`src/design/rcic_cfg.svh`:
```
// timing counts and field positions for the reset and clock input control
`ifndef RCIC_CFG_SVH
`define RCIC_CFG_SVH

// oscillator periods per machine cycle
`define RCIC_OSC_PER_MC 12
// external pin must stay high two machine cycles
`define RCIC_EXT_HOLD_OSC 6'h18
// watchdog pin pulse lasts three machine cycles
`define RCIC_WDT_PULSE_OSC 6'h24
// internal hold after a software reset, two machine cycles
`define RCIC_SOFT_HOLD_OSC 6'h18
// soft reset bit position inside the auxiliary control register
`define RCIC_SOFT_RESET_BIT 5
`define RCIC_AUX_WIDTH 8
`define RCIC_CNT_WIDTH 6

`endif

```
`src/design/rcic_pkg.sv`:
```
// types shared by the reset and clock input control
package rcic_pkg;

    typedef enum logic [1:0] {
        RCIC_CAUSE_POWER_ON = 2'b00,
        RCIC_CAUSE_EXT_PIN = 2'b01,
        RCIC_CAUSE_WATCHDOG = 2'b10,
        RCIC_CAUSE_SOFT = 2'b11
    } rcic_cause_t;

    typedef enum logic {
        RCIC_ST_RESET = 1'b0,
        RCIC_ST_RUN = 1'b1
    } rcic_state_t;

endpackage : rcic_pkg

```
`src/design/rcic_pulse_timer.sv`:
```
// retriggerable one-shot that stays busy for a loaded number of cycles
module rcic_pulse_timer #(
    parameter int W = 6
) (
    input wire logic clk_sys,
    input wire logic arst_n,
    input wire logic start,
    input wire logic [W-1:0] length,
    output logic busy
);
    logic [W-1:0] cnt_r;
    logic [W-1:0] cnt_nxt;
    logic busy_r;

    // a new start during a pulse restarts the full length
    always_comb begin
        cnt_nxt = cnt_r;
        if (start) begin
            cnt_nxt = length;
        end else if (cnt_r != '0) begin
            cnt_nxt = cnt_r - 1'b1;
        end
    end

    always_ff @(posedge clk_sys or negedge arst_n) begin
        if (!arst_n) begin
            cnt_r <= '0;
        end else begin
            cnt_r <= cnt_nxt;
        end
    end

    // registered so busy equals cnt_r nonzero without a decode glitch
    always_ff @(posedge clk_sys or negedge arst_n) begin
        if (!arst_n) begin
            busy_r <= 1'b0;
        end else begin
            busy_r <= (cnt_nxt != '0);
        end
    end

    assign busy = busy_r;

endmodule : rcic_pulse_timer

```
`src/design/rcic_reset_ctrl.sv`:
```
// reset source combining, watchdog pin pulse and divide-by-two clock input
`include "rcic_cfg.svh"

// Summary of operation
// [RULE1] pin high 24 oscillator periods enters reset
// [RULE2] power-on detector asserts reset by itself
// [RULE3] watchdog drives pin high three machine cycles
// [RULE4] watchdog overflow forces internal reset directly
// [RULE5] soft reset bit five causes reset
// [RULE6] internal clock through divide-by-two flop
// [RULE7] external clock drives crystal input only
// [RULE8] fully static, state kept when clock stops
// [RULE9] board holds pin through oscillator start
// [RULE10] power-off flag set on power-up, software writable
// [RULE11] all sources merge into one synchronous reset
module rcic_reset_ctrl #(
    parameter logic [5:0] EXT_HOLD_OSC = `RCIC_EXT_HOLD_OSC,
    parameter logic [5:0] WDT_PULSE_OSC = `RCIC_WDT_PULSE_OSC,
    parameter logic [5:0] SOFT_HOLD_OSC = `RCIC_SOFT_HOLD_OSC
) (
    input wire logic clk_sys,
    input wire logic arst_n,
    input wire logic rst_pin_in,
    output logic rst_pin_out,
    output logic rst_pin_oe_n,
    input wire logic power_on_detector,
    input wire logic watchdog_enable,
    input wire logic watchdog_counter_ovf,
    input wire logic auxiliary_control_one_wr,
    input wire logic [`RCIC_AUX_WIDTH-1:0] auxiliary_control_one_wdata,
    input wire logic power_off_flag_wr,
    input wire logic power_off_flag_wdata,
    output logic int_clk,
    output logic sys_rst_n,
    output logic power_off_flag,
    output rcic_pkg::rcic_cause_t rst_cause
);
    import rcic_pkg::*;

    logic [`RCIC_CNT_WIDTH-1:0] pin_hi_cnt_r;
    logic [`RCIC_CNT_WIDTH-1:0] pin_hi_cnt_nxt;
    logic ext_rst_r;
    logic int_clk_r;
    logic wdt_start;
    logic wdt_busy;
    logic soft_start;
    logic soft_busy;
    logic rst_req;
    logic power_off_flag_r;
    rcic_state_t state_r;
    rcic_cause_t cause_r;

    // clk_sys is the oscillator taken from the crystal input
    always_ff @(posedge clk_sys or negedge arst_n) begin
        if (!arst_n) begin
            int_clk_r <= 1'b0;
        end else begin
            int_clk_r <= ~int_clk_r; // [RULE6]
        end
    end

    // any low sample restarts the count, so glitches never reset the chip
    always_comb begin
        pin_hi_cnt_nxt = '0;
        if (rst_pin_in) begin // [RULE9]
            pin_hi_cnt_nxt = (pin_hi_cnt_r == EXT_HOLD_OSC) ? pin_hi_cnt_r
                                                            : pin_hi_cnt_r + 1'b1;
        end
    end

    always_ff @(posedge clk_sys or negedge arst_n) begin
        if (!arst_n) begin
            pin_hi_cnt_r <= '0;
            ext_rst_r <= 1'b0;
        end else begin
            pin_hi_cnt_r <= pin_hi_cnt_nxt;
            ext_rst_r <= (pin_hi_cnt_nxt == EXT_HOLD_OSC); // [RULE1]
        end
    end

    assign wdt_start = watchdog_enable && watchdog_counter_ovf;
    assign soft_start = auxiliary_control_one_wr
                        && auxiliary_control_one_wdata[`RCIC_SOFT_RESET_BIT]; // [RULE5]

    rcic_pulse_timer #(
        .W(`RCIC_CNT_WIDTH)
    ) u_wdt_pulse (
        .clk_sys(clk_sys),
        .arst_n(arst_n),
        .start(wdt_start),
        .length(WDT_PULSE_OSC),
        .busy(wdt_busy)
    );

    rcic_pulse_timer #(
        .W(`RCIC_CNT_WIDTH)
    ) u_soft_hold (
        .clk_sys(clk_sys),
        .arst_n(arst_n),
        .start(soft_start),
        .length(SOFT_HOLD_OSC),
        .busy(soft_busy)
    );

    // pull-up only: the pin is never driven low from inside
    assign rst_pin_out = 1'b1;
    assign rst_pin_oe_n = ~wdt_busy; // [RULE3]

    // watchdog goes straight in, not via the pin: a strong board pull-down
    // cannot mask it
    assign rst_req = power_on_detector // [RULE2]
                     || wdt_busy // [RULE4]
                     || ext_rst_r
                     || soft_busy;

    // release only ahead of a rising internal clock edge
    always_ff @(posedge clk_sys or negedge arst_n) begin
        if (!arst_n) begin
            state_r <= RCIC_ST_RESET;
        end else begin
            unique case (state_r)
                RCIC_ST_RESET: begin
                    if (!rst_req && int_clk_r) begin // [RULE11]
                        state_r <= RCIC_ST_RUN;
                    end
                end
                RCIC_ST_RUN: begin
                    if (rst_req) begin // [RULE11]
                        state_r <= RCIC_ST_RESET;
                    end
                end
            endcase
        end
    end

    // nothing here decays with time, so a stopped clock loses no state
    always_ff @(posedge clk_sys or negedge arst_n) begin
        if (!arst_n) begin
            cause_r <= RCIC_CAUSE_POWER_ON;
        end else if (power_on_detector) begin
            cause_r <= RCIC_CAUSE_POWER_ON;
        end else if (wdt_busy) begin
            cause_r <= RCIC_CAUSE_WATCHDOG;
        end else if (ext_rst_r) begin
            cause_r <= RCIC_CAUSE_EXT_PIN;
        end else if (soft_busy) begin
            cause_r <= RCIC_CAUSE_SOFT; // [RULE8]
        end
    end

    // power-up sets the flag and wins over a software clear in the same cycle
    always_ff @(posedge clk_sys or negedge arst_n) begin
        if (!arst_n) begin
            power_off_flag_r <= 1'b1;
        end else if (power_on_detector) begin
            power_off_flag_r <= 1'b1; // [RULE10]
        end else if (power_off_flag_wr) begin
            power_off_flag_r <= power_off_flag_wdata; // [RULE10]
        end
    end

    assign int_clk = int_clk_r;
    assign sys_rst_n = (state_r == RCIC_ST_RUN);
    assign power_off_flag = power_off_flag_r;
    assign rst_cause = cause_r;

    logic [`RCIC_CNT_WIDTH-1:0] drv_len_r;

    always_ff @(posedge clk_sys or negedge arst_n) begin
        if (!arst_n) begin
            drv_len_r <= '0;
        end else if (rst_pin_oe_n) begin
            drv_len_r <= '0;
        end else begin
            drv_len_r <= drv_len_r + 1'b1;
        end
    end

    AST_EXT_HOLD: assert property (@(posedge clk_sys) disable iff (!arst_n) // [RULE1]
        $rose(ext_rst_r) |-> $past(rst_pin_in) && ($past(pin_hi_cnt_r) == (EXT_HOLD_OSC - 6'h01)))
        else $error("external reset taken before 24 high samples");
    AST_EXT_ENTER: assert property (@(posedge clk_sys) disable iff (!arst_n) // [RULE1]
        ext_rst_r |=> !sys_rst_n)
        else $error("external reset did not hold the core in reset");
    AST_POR: assert property (@(posedge clk_sys) disable iff (!arst_n) // [RULE2]
        power_on_detector |=> !sys_rst_n && (rst_cause == RCIC_CAUSE_POWER_ON))
        else $error("power-on detector did not reset the core");
    AST_WDT_PIN_START: assert property (@(posedge clk_sys) disable iff (!arst_n) // [RULE3]
        wdt_start |=> !rst_pin_oe_n && rst_pin_out)
        else $error("watchdog pulse did not drive the pin");
    AST_WDT_PIN_LEN: assert property (@(posedge clk_sys) disable iff (!arst_n) // [RULE3]
        $rose(rst_pin_oe_n) |-> (drv_len_r == WDT_PULSE_OSC))
        else $error("watchdog pin pulse not three machine cycles");
    AST_WDT_INTERNAL: assert property (@(posedge clk_sys) disable iff (!arst_n) // [RULE4]
        wdt_start |=> ##2 (!sys_rst_n)[*8])
        else $error("watchdog overflow did not force internal reset");
    AST_SOFT: assert property (@(posedge clk_sys) disable iff (!arst_n) // [RULE5]
        soft_start && !power_on_detector && !wdt_start |=> ##2 !sys_rst_n
        && (rst_cause == RCIC_CAUSE_SOFT || rst_cause == RCIC_CAUSE_EXT_PIN
            || rst_cause == RCIC_CAUSE_WATCHDOG))
        else $error("soft reset bit did not reset the core");
    AST_DIV2: assert property (@(posedge clk_sys) disable iff (!arst_n) // [RULE6]
        1'b1 |=> (int_clk != $past(int_clk)))
        else $error("internal clock is not a divide by two");
    AST_STATIC: assert property (@(posedge clk_sys) disable iff (!arst_n) // [RULE8]
        !rst_req |=> $stable(rst_cause))
        else $error("reset cause changed without a request");
    AST_PWR_FLAG: assert property (@(posedge clk_sys) disable iff (!arst_n) // [RULE10]
        (!power_on_detector && !power_off_flag_wr) |=> $stable(power_off_flag))
        else $error("power-off flag changed without a cause");
    AST_PWR_FLAG_SET: assert property (@(posedge clk_sys) disable iff (!arst_n) // [RULE10]
        power_on_detector |=> power_off_flag)
        else $error("power-up did not set the power-off flag");
    AST_RELEASE: assert property (@(posedge clk_sys) disable iff (!arst_n) // [RULE11]
        $rose(sys_rst_n) |-> $past(int_clk) && !$past(rst_req))
        else $error("reset released off the internal clock phase");

    COV_EXT: cover property (@(posedge clk_sys) disable iff (!arst_n) $rose(ext_rst_r));
    COV_WDT: cover property (@(posedge clk_sys) disable iff (!arst_n) $rose(rst_pin_oe_n));
    COV_SOFT: cover property (@(posedge clk_sys) disable iff (!arst_n) soft_start ##3 !sys_rst_n);
    COV_PWR_FLAG_CLR: cover property (@(posedge clk_sys) disable iff (!arst_n)
        $fell(power_off_flag));

endmodule : rcic_reset_ctrl

```
`config.mk`:
```
export PLATFORM = sky130hd
export DESIGN_NAME = rcic_reset_ctrl
export DESIGN_NICKNAME = d
export VERILOG_FILES = /design/src/design/rcic_pkg.sv /design/src/design/rcic_pulse_timer.sv /design/src/design/rcic_reset_ctrl.sv
export VERILOG_INCLUDE_DIRS = /design/src /design/src/design
export SDC_FILE = /design/constraint.sdc
export NUM_CORES = 1
export LEC_CHECK = 0
export BUFFER_PORTS_ARGS = -buffer_cell sky130_fd_sc_hd__clkbuf_2
export CAP_MARGIN = 30
export CORE_AREA = 2 2 52 54
export CTS_CLUSTER_DIAMETER = 60
export DETAILED_ROUTE_END_ITERATION = 8
export DIE_AREA = 0 0 54 56
export HOLD_SLACK_MARGIN = 0.03
export PLACE_DENSITY = 0.77
export SLEW_MARGIN = 20
export SYNTH_ARGS = -nofsm -noshare
export SYNTH_HDL_FRONTEND = slang
export SYNTH_SLANG_ARGS = --single-unit
export TNS_END_PERCENT = 50
```
`constraint.sdc`:
```
create_clock -name clk_sys -period 4.11 [get_ports clk_sys]
set_input_delay 0.6165 -clock clk_sys [delete_from_list [all_inputs] [get_ports clk_sys]]
set_output_delay 0.6165 -clock clk_sys [all_outputs]
set_load 0.02 [all_outputs]
```
==> run_results.csv, run 1 <==
group,metric,value,unit
sta,setup_violations,0,
global_route,antenna_found_initial,0,
sta,post-route-min-period,1.80,ns
sta,hold_violations,0,
clock_tree,worstSkewPairLatency,0.31,ns
drt,vias,1032,
placed_design,hpwl,1850,um
drt,ant_nets,0,
sta,rsz0062_at_grt,"false",
run,drv_cap,0,
placed_design,gp_congestion,0.852,
clock_tree,clockBufferDepth,2,
drt,routed_wl,2330,um
global_route,grt_pass1_wl,4170,um
critical_path,reg2reg_slack,2.31,ns
placed_design,dp_worst_setup_slack,2.33,ns
critical_path,crit_type,"flop to flop",
status,status,"complete, no violations",
sta,layout_setup_ws,2.31,ns
clock_tree,cts_root_buffer,"clkbuf_4",
sta,max_freq,0.556,GHz
critical_path,cp.arrival,2.00,ns
critical_path,crit_path_end_kind,"flop",
synthesis,ys.flop_type,"dfrtp_1",
power_and_ir_drop,p_sw_share,33.7,%
power_and_ir_drop,p_int,540,uW
clock_tree,cts_setup_buffers,0,
clock_tree,postCtsHoldBufs,0,
clock_tree,cts_resized,0,
drt,drt_iter0_drc,12,
clock_tree,cts.clk_slew.worst_paths,0.14,ns
layout,n_antenna_cell,0,
synthesis,avgSynthCellArea,10.1,um^2
sta,relSlewSlack,58.9,%
die,die_y,56,um
critical_path,critical-path-max-stage-delay,0.46,ns
clock_tree,cts_max_level,1,
global_route,grt_pass1_vias,1008,
synthesis,ys_seq_area_share,48.6,%
drt,drtPass1Iterations,6,
synthesis,synth_warnings,0,
critical_path,r2r-start,"u_wdt_pulse.cnt_r[3]",
power_and_ir_drop,power.net_switching,275,uW
die,dieArea,3020,um^2
sta,period_share,43.8,%
critical_path,r2r_cells,4,
layout,synthToLayoutAreaGrowth,11.8,%
drt,wl_per_cell,12.9,um
sta,fin_skew,0.00146,ns
critical_path,cp.required,4.31,ns
die,pin_count,24,
die,fp.dieW,54,um
global_route,grt_usage,18.0,%
synthesis,syn_inst,133,
synthesis,synth_area,1340,um^2
synthesis,async_flop_share,100,%
layout,drive_gt1_share,15.9,%
synthesis,ys_ff_latch,26,
placed_design,numPortBuffers,15,
sta,tns,0,ns
critical_path,reg2reg_to,"u_wdt_pulse.busy",
power_and_ir_drop,p_leak,0.000732,uW
power_and_ir_drop,combinationalPowerShare,33.8,%
synthesis,syn-num-nets,156,
critical_path,critPathBufInv,0,
power_and_ir_drop,seq_power_share,45.1,%
global_route,overflow,0,
placed_design,placed_area,1450,um^2
layout,nNetsFinal,175,
power_and_ir_drop,p_total,814,uW
clock_tree,cts_made_buffers,3,
global_route,grt_max_degree,27,
clock_tree,cts_tree,"done",
critical_path,crit_slowest_cell,"dfrtp_1",
die,core_area,2430,um^2
critical_path,worst-path-max-fanout,6,
die,start_util,55.1,%
sta,worst_pin_slew,0.617,ns
die,rows,18,
critical_path,critPathLaunchType,"flop",
synthesis,synth_cell_type_count,41,
drt,route.detailed.drc,0,
power_and_ir_drop,ir_drop,399,uV
hold_path,worstHoldPathType,"input pin to asynchronous set/reset pin",
critical_path,crit_chain,"nor3_2, nand3_1, mux2i_1, or4b_1",
drt,vias_per_cell,5.70,
critical_path,critPathTopFamily,"simple AND/OR/NAND/NOR gates",
power_and_ir_drop,power.density,543,nW/um^2
power_and_ir_drop,pwr-share-clk,21.1,%
layout,final_area,1500,um^2
sta,maxSlewViolCount,0,
clock_tree,cts_sinks,26,
synthesis,synth_edf_count,0,
layout make-up:
class / instances / area [um^2]
inverters: 9 / 33.8
clock inverters: 1 / 30.0
well taps: 30 / 37.5
fillers: 207 / 933
flip-flops and latches: 26 / 652
clock buffers: 3 / 22.5
multi-input cells: 97 / 648
repair buffers: 15 / 75.1
cell usage after synthesis (2+ instances only):
cell type  count  share of area, %
dfrtp_1       25                47
nor2_1        13               3.6
nand2_1       12               3.4
inv_1          9               2.5
a21oi_1        6               2.2
ha_1           6               5.6
xnor2_1        6               3.9
and2_1         5               2.3
nand3_1        5               1.9
nor3_1         5               1.9
xor2_1         5               3.3
mux2i_1        3               2.2
nor2b_1        3               1.4
a211oi_1       2               1.1
and3_1         2              0.93
state kept, by name (all words and copies together), names as in the netlist:
signal and cells:
int_clk 1, u_wdt_pulse.busy 1, u_wdt_pulse.cnt_r 6, sys_rst_n 1, rst_cause 2, u_soft_hold.cnt_r 6, pin_hi_cnt_r 6, u_soft_hold.busy 1
ext_rst_r 1, power_off_flag 1
kinds of logic (layout without fill, tap and decap cells):
kind of cell	Yosys count	count (layout)	synth area share, %
simple gates	54	54	21.1
flops	26	26	48.6
buf+inv	10	28	3.08
mux	4	4	3.08
other cells	1	1	0.280
xor+xnor	11	11	7.18
compound gates	21	21	11.1
fa+ha+maj	6	6	5.60
through the flow:
stage | hold WS, ns | utilization, % | instances
floorplan | 0.321 | - | 133
global placement | 0.430 | 59.5 | 177
detailed placement | 0.459 | 59.5 | 177
CTS | 0.289 | 61.6 | 181
global route | 0.306 | 61.6 | 181
finish | 0.283 | 61.6 | 181
cell usage in the layout (no fill, tap or decap), drive strengths merged, types with 5 or more instances in the layout:
| master | synthesis | final |
|---|---|---|
| clkbuf | 0 | 18 |
| nand3 | 5 | 5 |
| dfrtp | 25 | 25 |
| xnor2 | 6 | 6 |
| and2 | 5 | 5 |
| a21oi | 6 | 6 |
| xor2 | 5 | 5 |
| nand2 | 12 | 12 |
| nor2 | 13 | 13 |
| ha | 6 | 6 |
| nor3 | 6 | 6 |
| inv | 9 | 9 |
worst max-delay path by stage:
stage                         startpoint                to  slack, ns  cells after the start
floorplan           u_wdt_pulse.cnt_r[0]  u_wdt_pulse.busy       2.47                      6
global placement    u_wdt_pulse.cnt_r[0]  u_wdt_pulse.busy       2.38                      6
detailed placement  u_wdt_pulse.cnt_r[0]  u_wdt_pulse.busy       2.33                      6
CTS                 u_wdt_pulse.cnt_r[0]  u_wdt_pulse.busy       2.32                      6
global route        u_soft_hold.cnt_r[0]  u_soft_hold.busy       2.22                      6
finish              u_wdt_pulse.cnt_r[3]  u_wdt_pulse.busy       2.31                      4
metal layers:
| layer | part of all wire (%) | wire length [um] | GRT usage [%] | up-vias |
|---|---|---|---|---|
| li1 | - | - | - | 498 |
| met1 | 45 | 1050 | 21.5 | 509 |
| met2 | 50 | 1170 | 31.7 | 23 |
| met3 | 3.9 | 92 | 5.65 | 2 |
| met4 | 0.60 | 14 | 2.14 | 0 |
| met5 | 0 | 0 | 0 | - |
power by group through the flow:
stage	sequential [uW]	clock [uW]	combinational [uW]
3_3_place_gp	367	0	261
6_report	367	172	275
2_1_floorplan	360	0	220
4_1_cts	366	176	276
3_5_place_dp	371	0	273
5_1_grt	373	190	319
(Power assumes the default switching activity.)
==> run 2: changes to the inputs <==
--- a/config.mk
+++ b/config.mk
@@ -8,12 +8,12 @@
 export LEC_CHECK = 0
 export BUFFER_PORTS_ARGS = -buffer_cell sky130_fd_sc_hd__clkbuf_2
 export CAP_MARGIN = 30
-export CORE_AREA = 2 2 52 54
+export CORE_AREA = 2 2 53 55
 export CTS_CLUSTER_DIAMETER = 60
 export DETAILED_ROUTE_END_ITERATION = 8
-export DIE_AREA = 0 0 54 56
+export DIE_AREA = 0 0 55 57
 export HOLD_SLACK_MARGIN = 0.03
-export PLACE_DENSITY = 0.77
+export PLACE_DENSITY = 0.75
 export SLEW_MARGIN = 20
 export SYNTH_ARGS = -nofsm -noshare
 export SYNTH_HDL_FRONTEND = slang
==> constraint.sdc (replaced) <==
create_clock -name clk_sys -period 1.8 [get_ports clk_sys]
set_input_delay 0.27 -clock clk_sys [delete_from_list [all_inputs] [get_ports clk_sys]]
set_output_delay 0.27 -clock clk_sys [all_outputs]
set_load 0.02 [all_outputs]
==> run_results.csv, run 2 (synthesized netlist as in run 1, its figures left out) <==
group,metric,value,unit
clock_tree,cts_sinks,26,
clock_tree,cts_made_buffers,3,
critical_path,critPathLaunchType,"flop",
drt,vias_per_cell,5.64,
layout,drive_gt1_share,21.8,%
placed_design,dp.cells,181,
critical_path,cp.required,2.00,ns
sta,maxSlewViolCount,0,
layout,n_antenna_cell,0,
die,rows,19,
critical_path,worst-path-max-fanout,5,
drt,route.detailed.drc,0,
power_and_ir_drop,ir_drop,802,uV
clock_tree,cts_root_buffer,"clkbuf_4",
layout,reg_top3,"pin_hi_cnt_r: 6 flops, u_soft_hold.cnt_r: 6 flops, u_wdt_pulse.cnt_r: 6 flops",
layout,mostFrequentLayoutCells,"25 x dfrtp_1, 15 x clkbuf_2, 12 x nand2_1, 12 x nor2_1, 8 x inv_1",
placed_design,numPortBuffers,15,
drt,drt_iter0_drc,21,
drt,drtPass1Iterations,4,
power_and_ir_drop,power.density,1210,nW/um^2
clock_tree,worstSkewPairLatency,0.31,ns
layout,synthToLayoutAreaGrowth,15.4,%
critical_path,reg2reg_slack,0.08,ns
die,fp.dieW,55,um
die,start_util,51.3,%
drt,vias,1055,
die,core_area,2620,um^2
sta,post-route-min-period,1.72,ns
placed_design,gp_congestion,0.849,
die,die_y,57,um
run,drv_cap,0,
clock_tree,cts_max_level,1,
critical_path,crit_type,"flop to flop",
die,dieArea,3140,um^2
drt,routed_wl,2460,um
layout,final_area,1550,um^2
sta,period_share,95.5,%
global_route,overflow,0,
critical_path,cp.arrival,1.92,ns
layout,nNetsFinal,180,
sta,setup_violations,0,
global_route,grt_pass1_vias,993,
status,status,"complete, no violations",
power_and_ir_drop,p_total,1870,uW
layout,mostFrequentLayoutCell,"dfrtp_1",
layout,layout.cells.non_filler,187,
global_route,antenna_found_initial,0,
global_route,grt_pass1_wl,4080,um
sta,layout_setup_ws,0.0803,ns
die,pin_count,24,
clock_tree,cts.clk_slew.worst_paths,0.15,ns
critical_path,crit_path_end_kind,"flop",
drt,ant_nets,0,
global_route,grt_max_degree,27,
sta,worst_pin_slew,0.630,ns
placed_design,dp_worst_setup_slack,0.0374,ns
sta,max_freq,0.581,GHz
global_route,grt_usage,17.5,%
sta,relSlewSlack,58.0,%
layout,final_util,59.2,%
clock_tree,clockBufferDepth,2,
drt,wl_per_cell,13.2,um
clock_tree,cts_tree,"done",
power_and_ir_drop,p_leak,0.000745,uW
sta,fin_skew,0.00872,ns
hold_path,worstHoldPathType,"input pin to flop",
placed_design,placed_area,1470,um^2
sta,hold_violations,0,
placed_design,hpwl,1840,um
[run 2: power by group]
part           leakage [uW]  switching, uW  internal, uW
registers          0.000315            123           705
clock network     0.0000210            170           123
logic              0.000410            385           363
[run 2: path summary, 6_finish.rpt]
path / startpoint / endpoint / depth (start not counted)
min: power_on_detector / rst_cause[0] / 2
min reg2reg: int_clk / int_clk / 1
min in group asynchronous: arst_n / u_wdt_pulse.busy / 2
max reg2reg: u_wdt_pulse.cnt_r[0] / u_wdt_pulse.busy / 6
max: u_wdt_pulse.cnt_r[0] / u_wdt_pulse.busy / 6
max in group asynchronous: arst_n / u_soft_hold.cnt_r[0] / 2
[run 2: layout make-up]
cell class                      count  area [um^2]
Clock buffer                        4         36.3
Fill cell                         234         1070
Inverter                            9         33.8
Multi-Input combinational cell     97          672
Sequential cell                    26          652
Tap cell                           31         38.8
Timing Repair Buffer               20          115
[run 2: worst max-delay path, cell delays in order, from the launching register on]
cell and delay (ns):
dfrtp_1 0.41, inv_1 0.12, ha_4 0.18, and3b_2 0.20
a31oi_1 0.05, a21boi_0 0.14, or4b_1 0.51
[run 2: metrics by stage]
stage          TNS [ns]  hold slack (ns)
2_1_floorplan         0          -0.0256
3_3_place_gp          0            0.318
3_5_place_dp          0            0.323
4_1_cts               0            0.145
5_1_grt         -0.0190            0.127
6_report              0            0.149
[run 2: timing repair]
action,in CTS,in global routing
setup buffers,0,1
setup endpoints to repair,0,2
hold buffers,1,0
gates resized for setup,0,7
endpoints found under the hold margin,25,0
[run 2: metal layers]
metal / wire length [um] / vias to the layer above / global-route usage (%)
met5: 0 / - / 0
met4: 25 / 0 / 4.18
met3: 91 / 4 / 3.14
met2: 1330 / 30 / 30.6
met1: 1020 / 516 / 21.7
li1: - / 505 / -
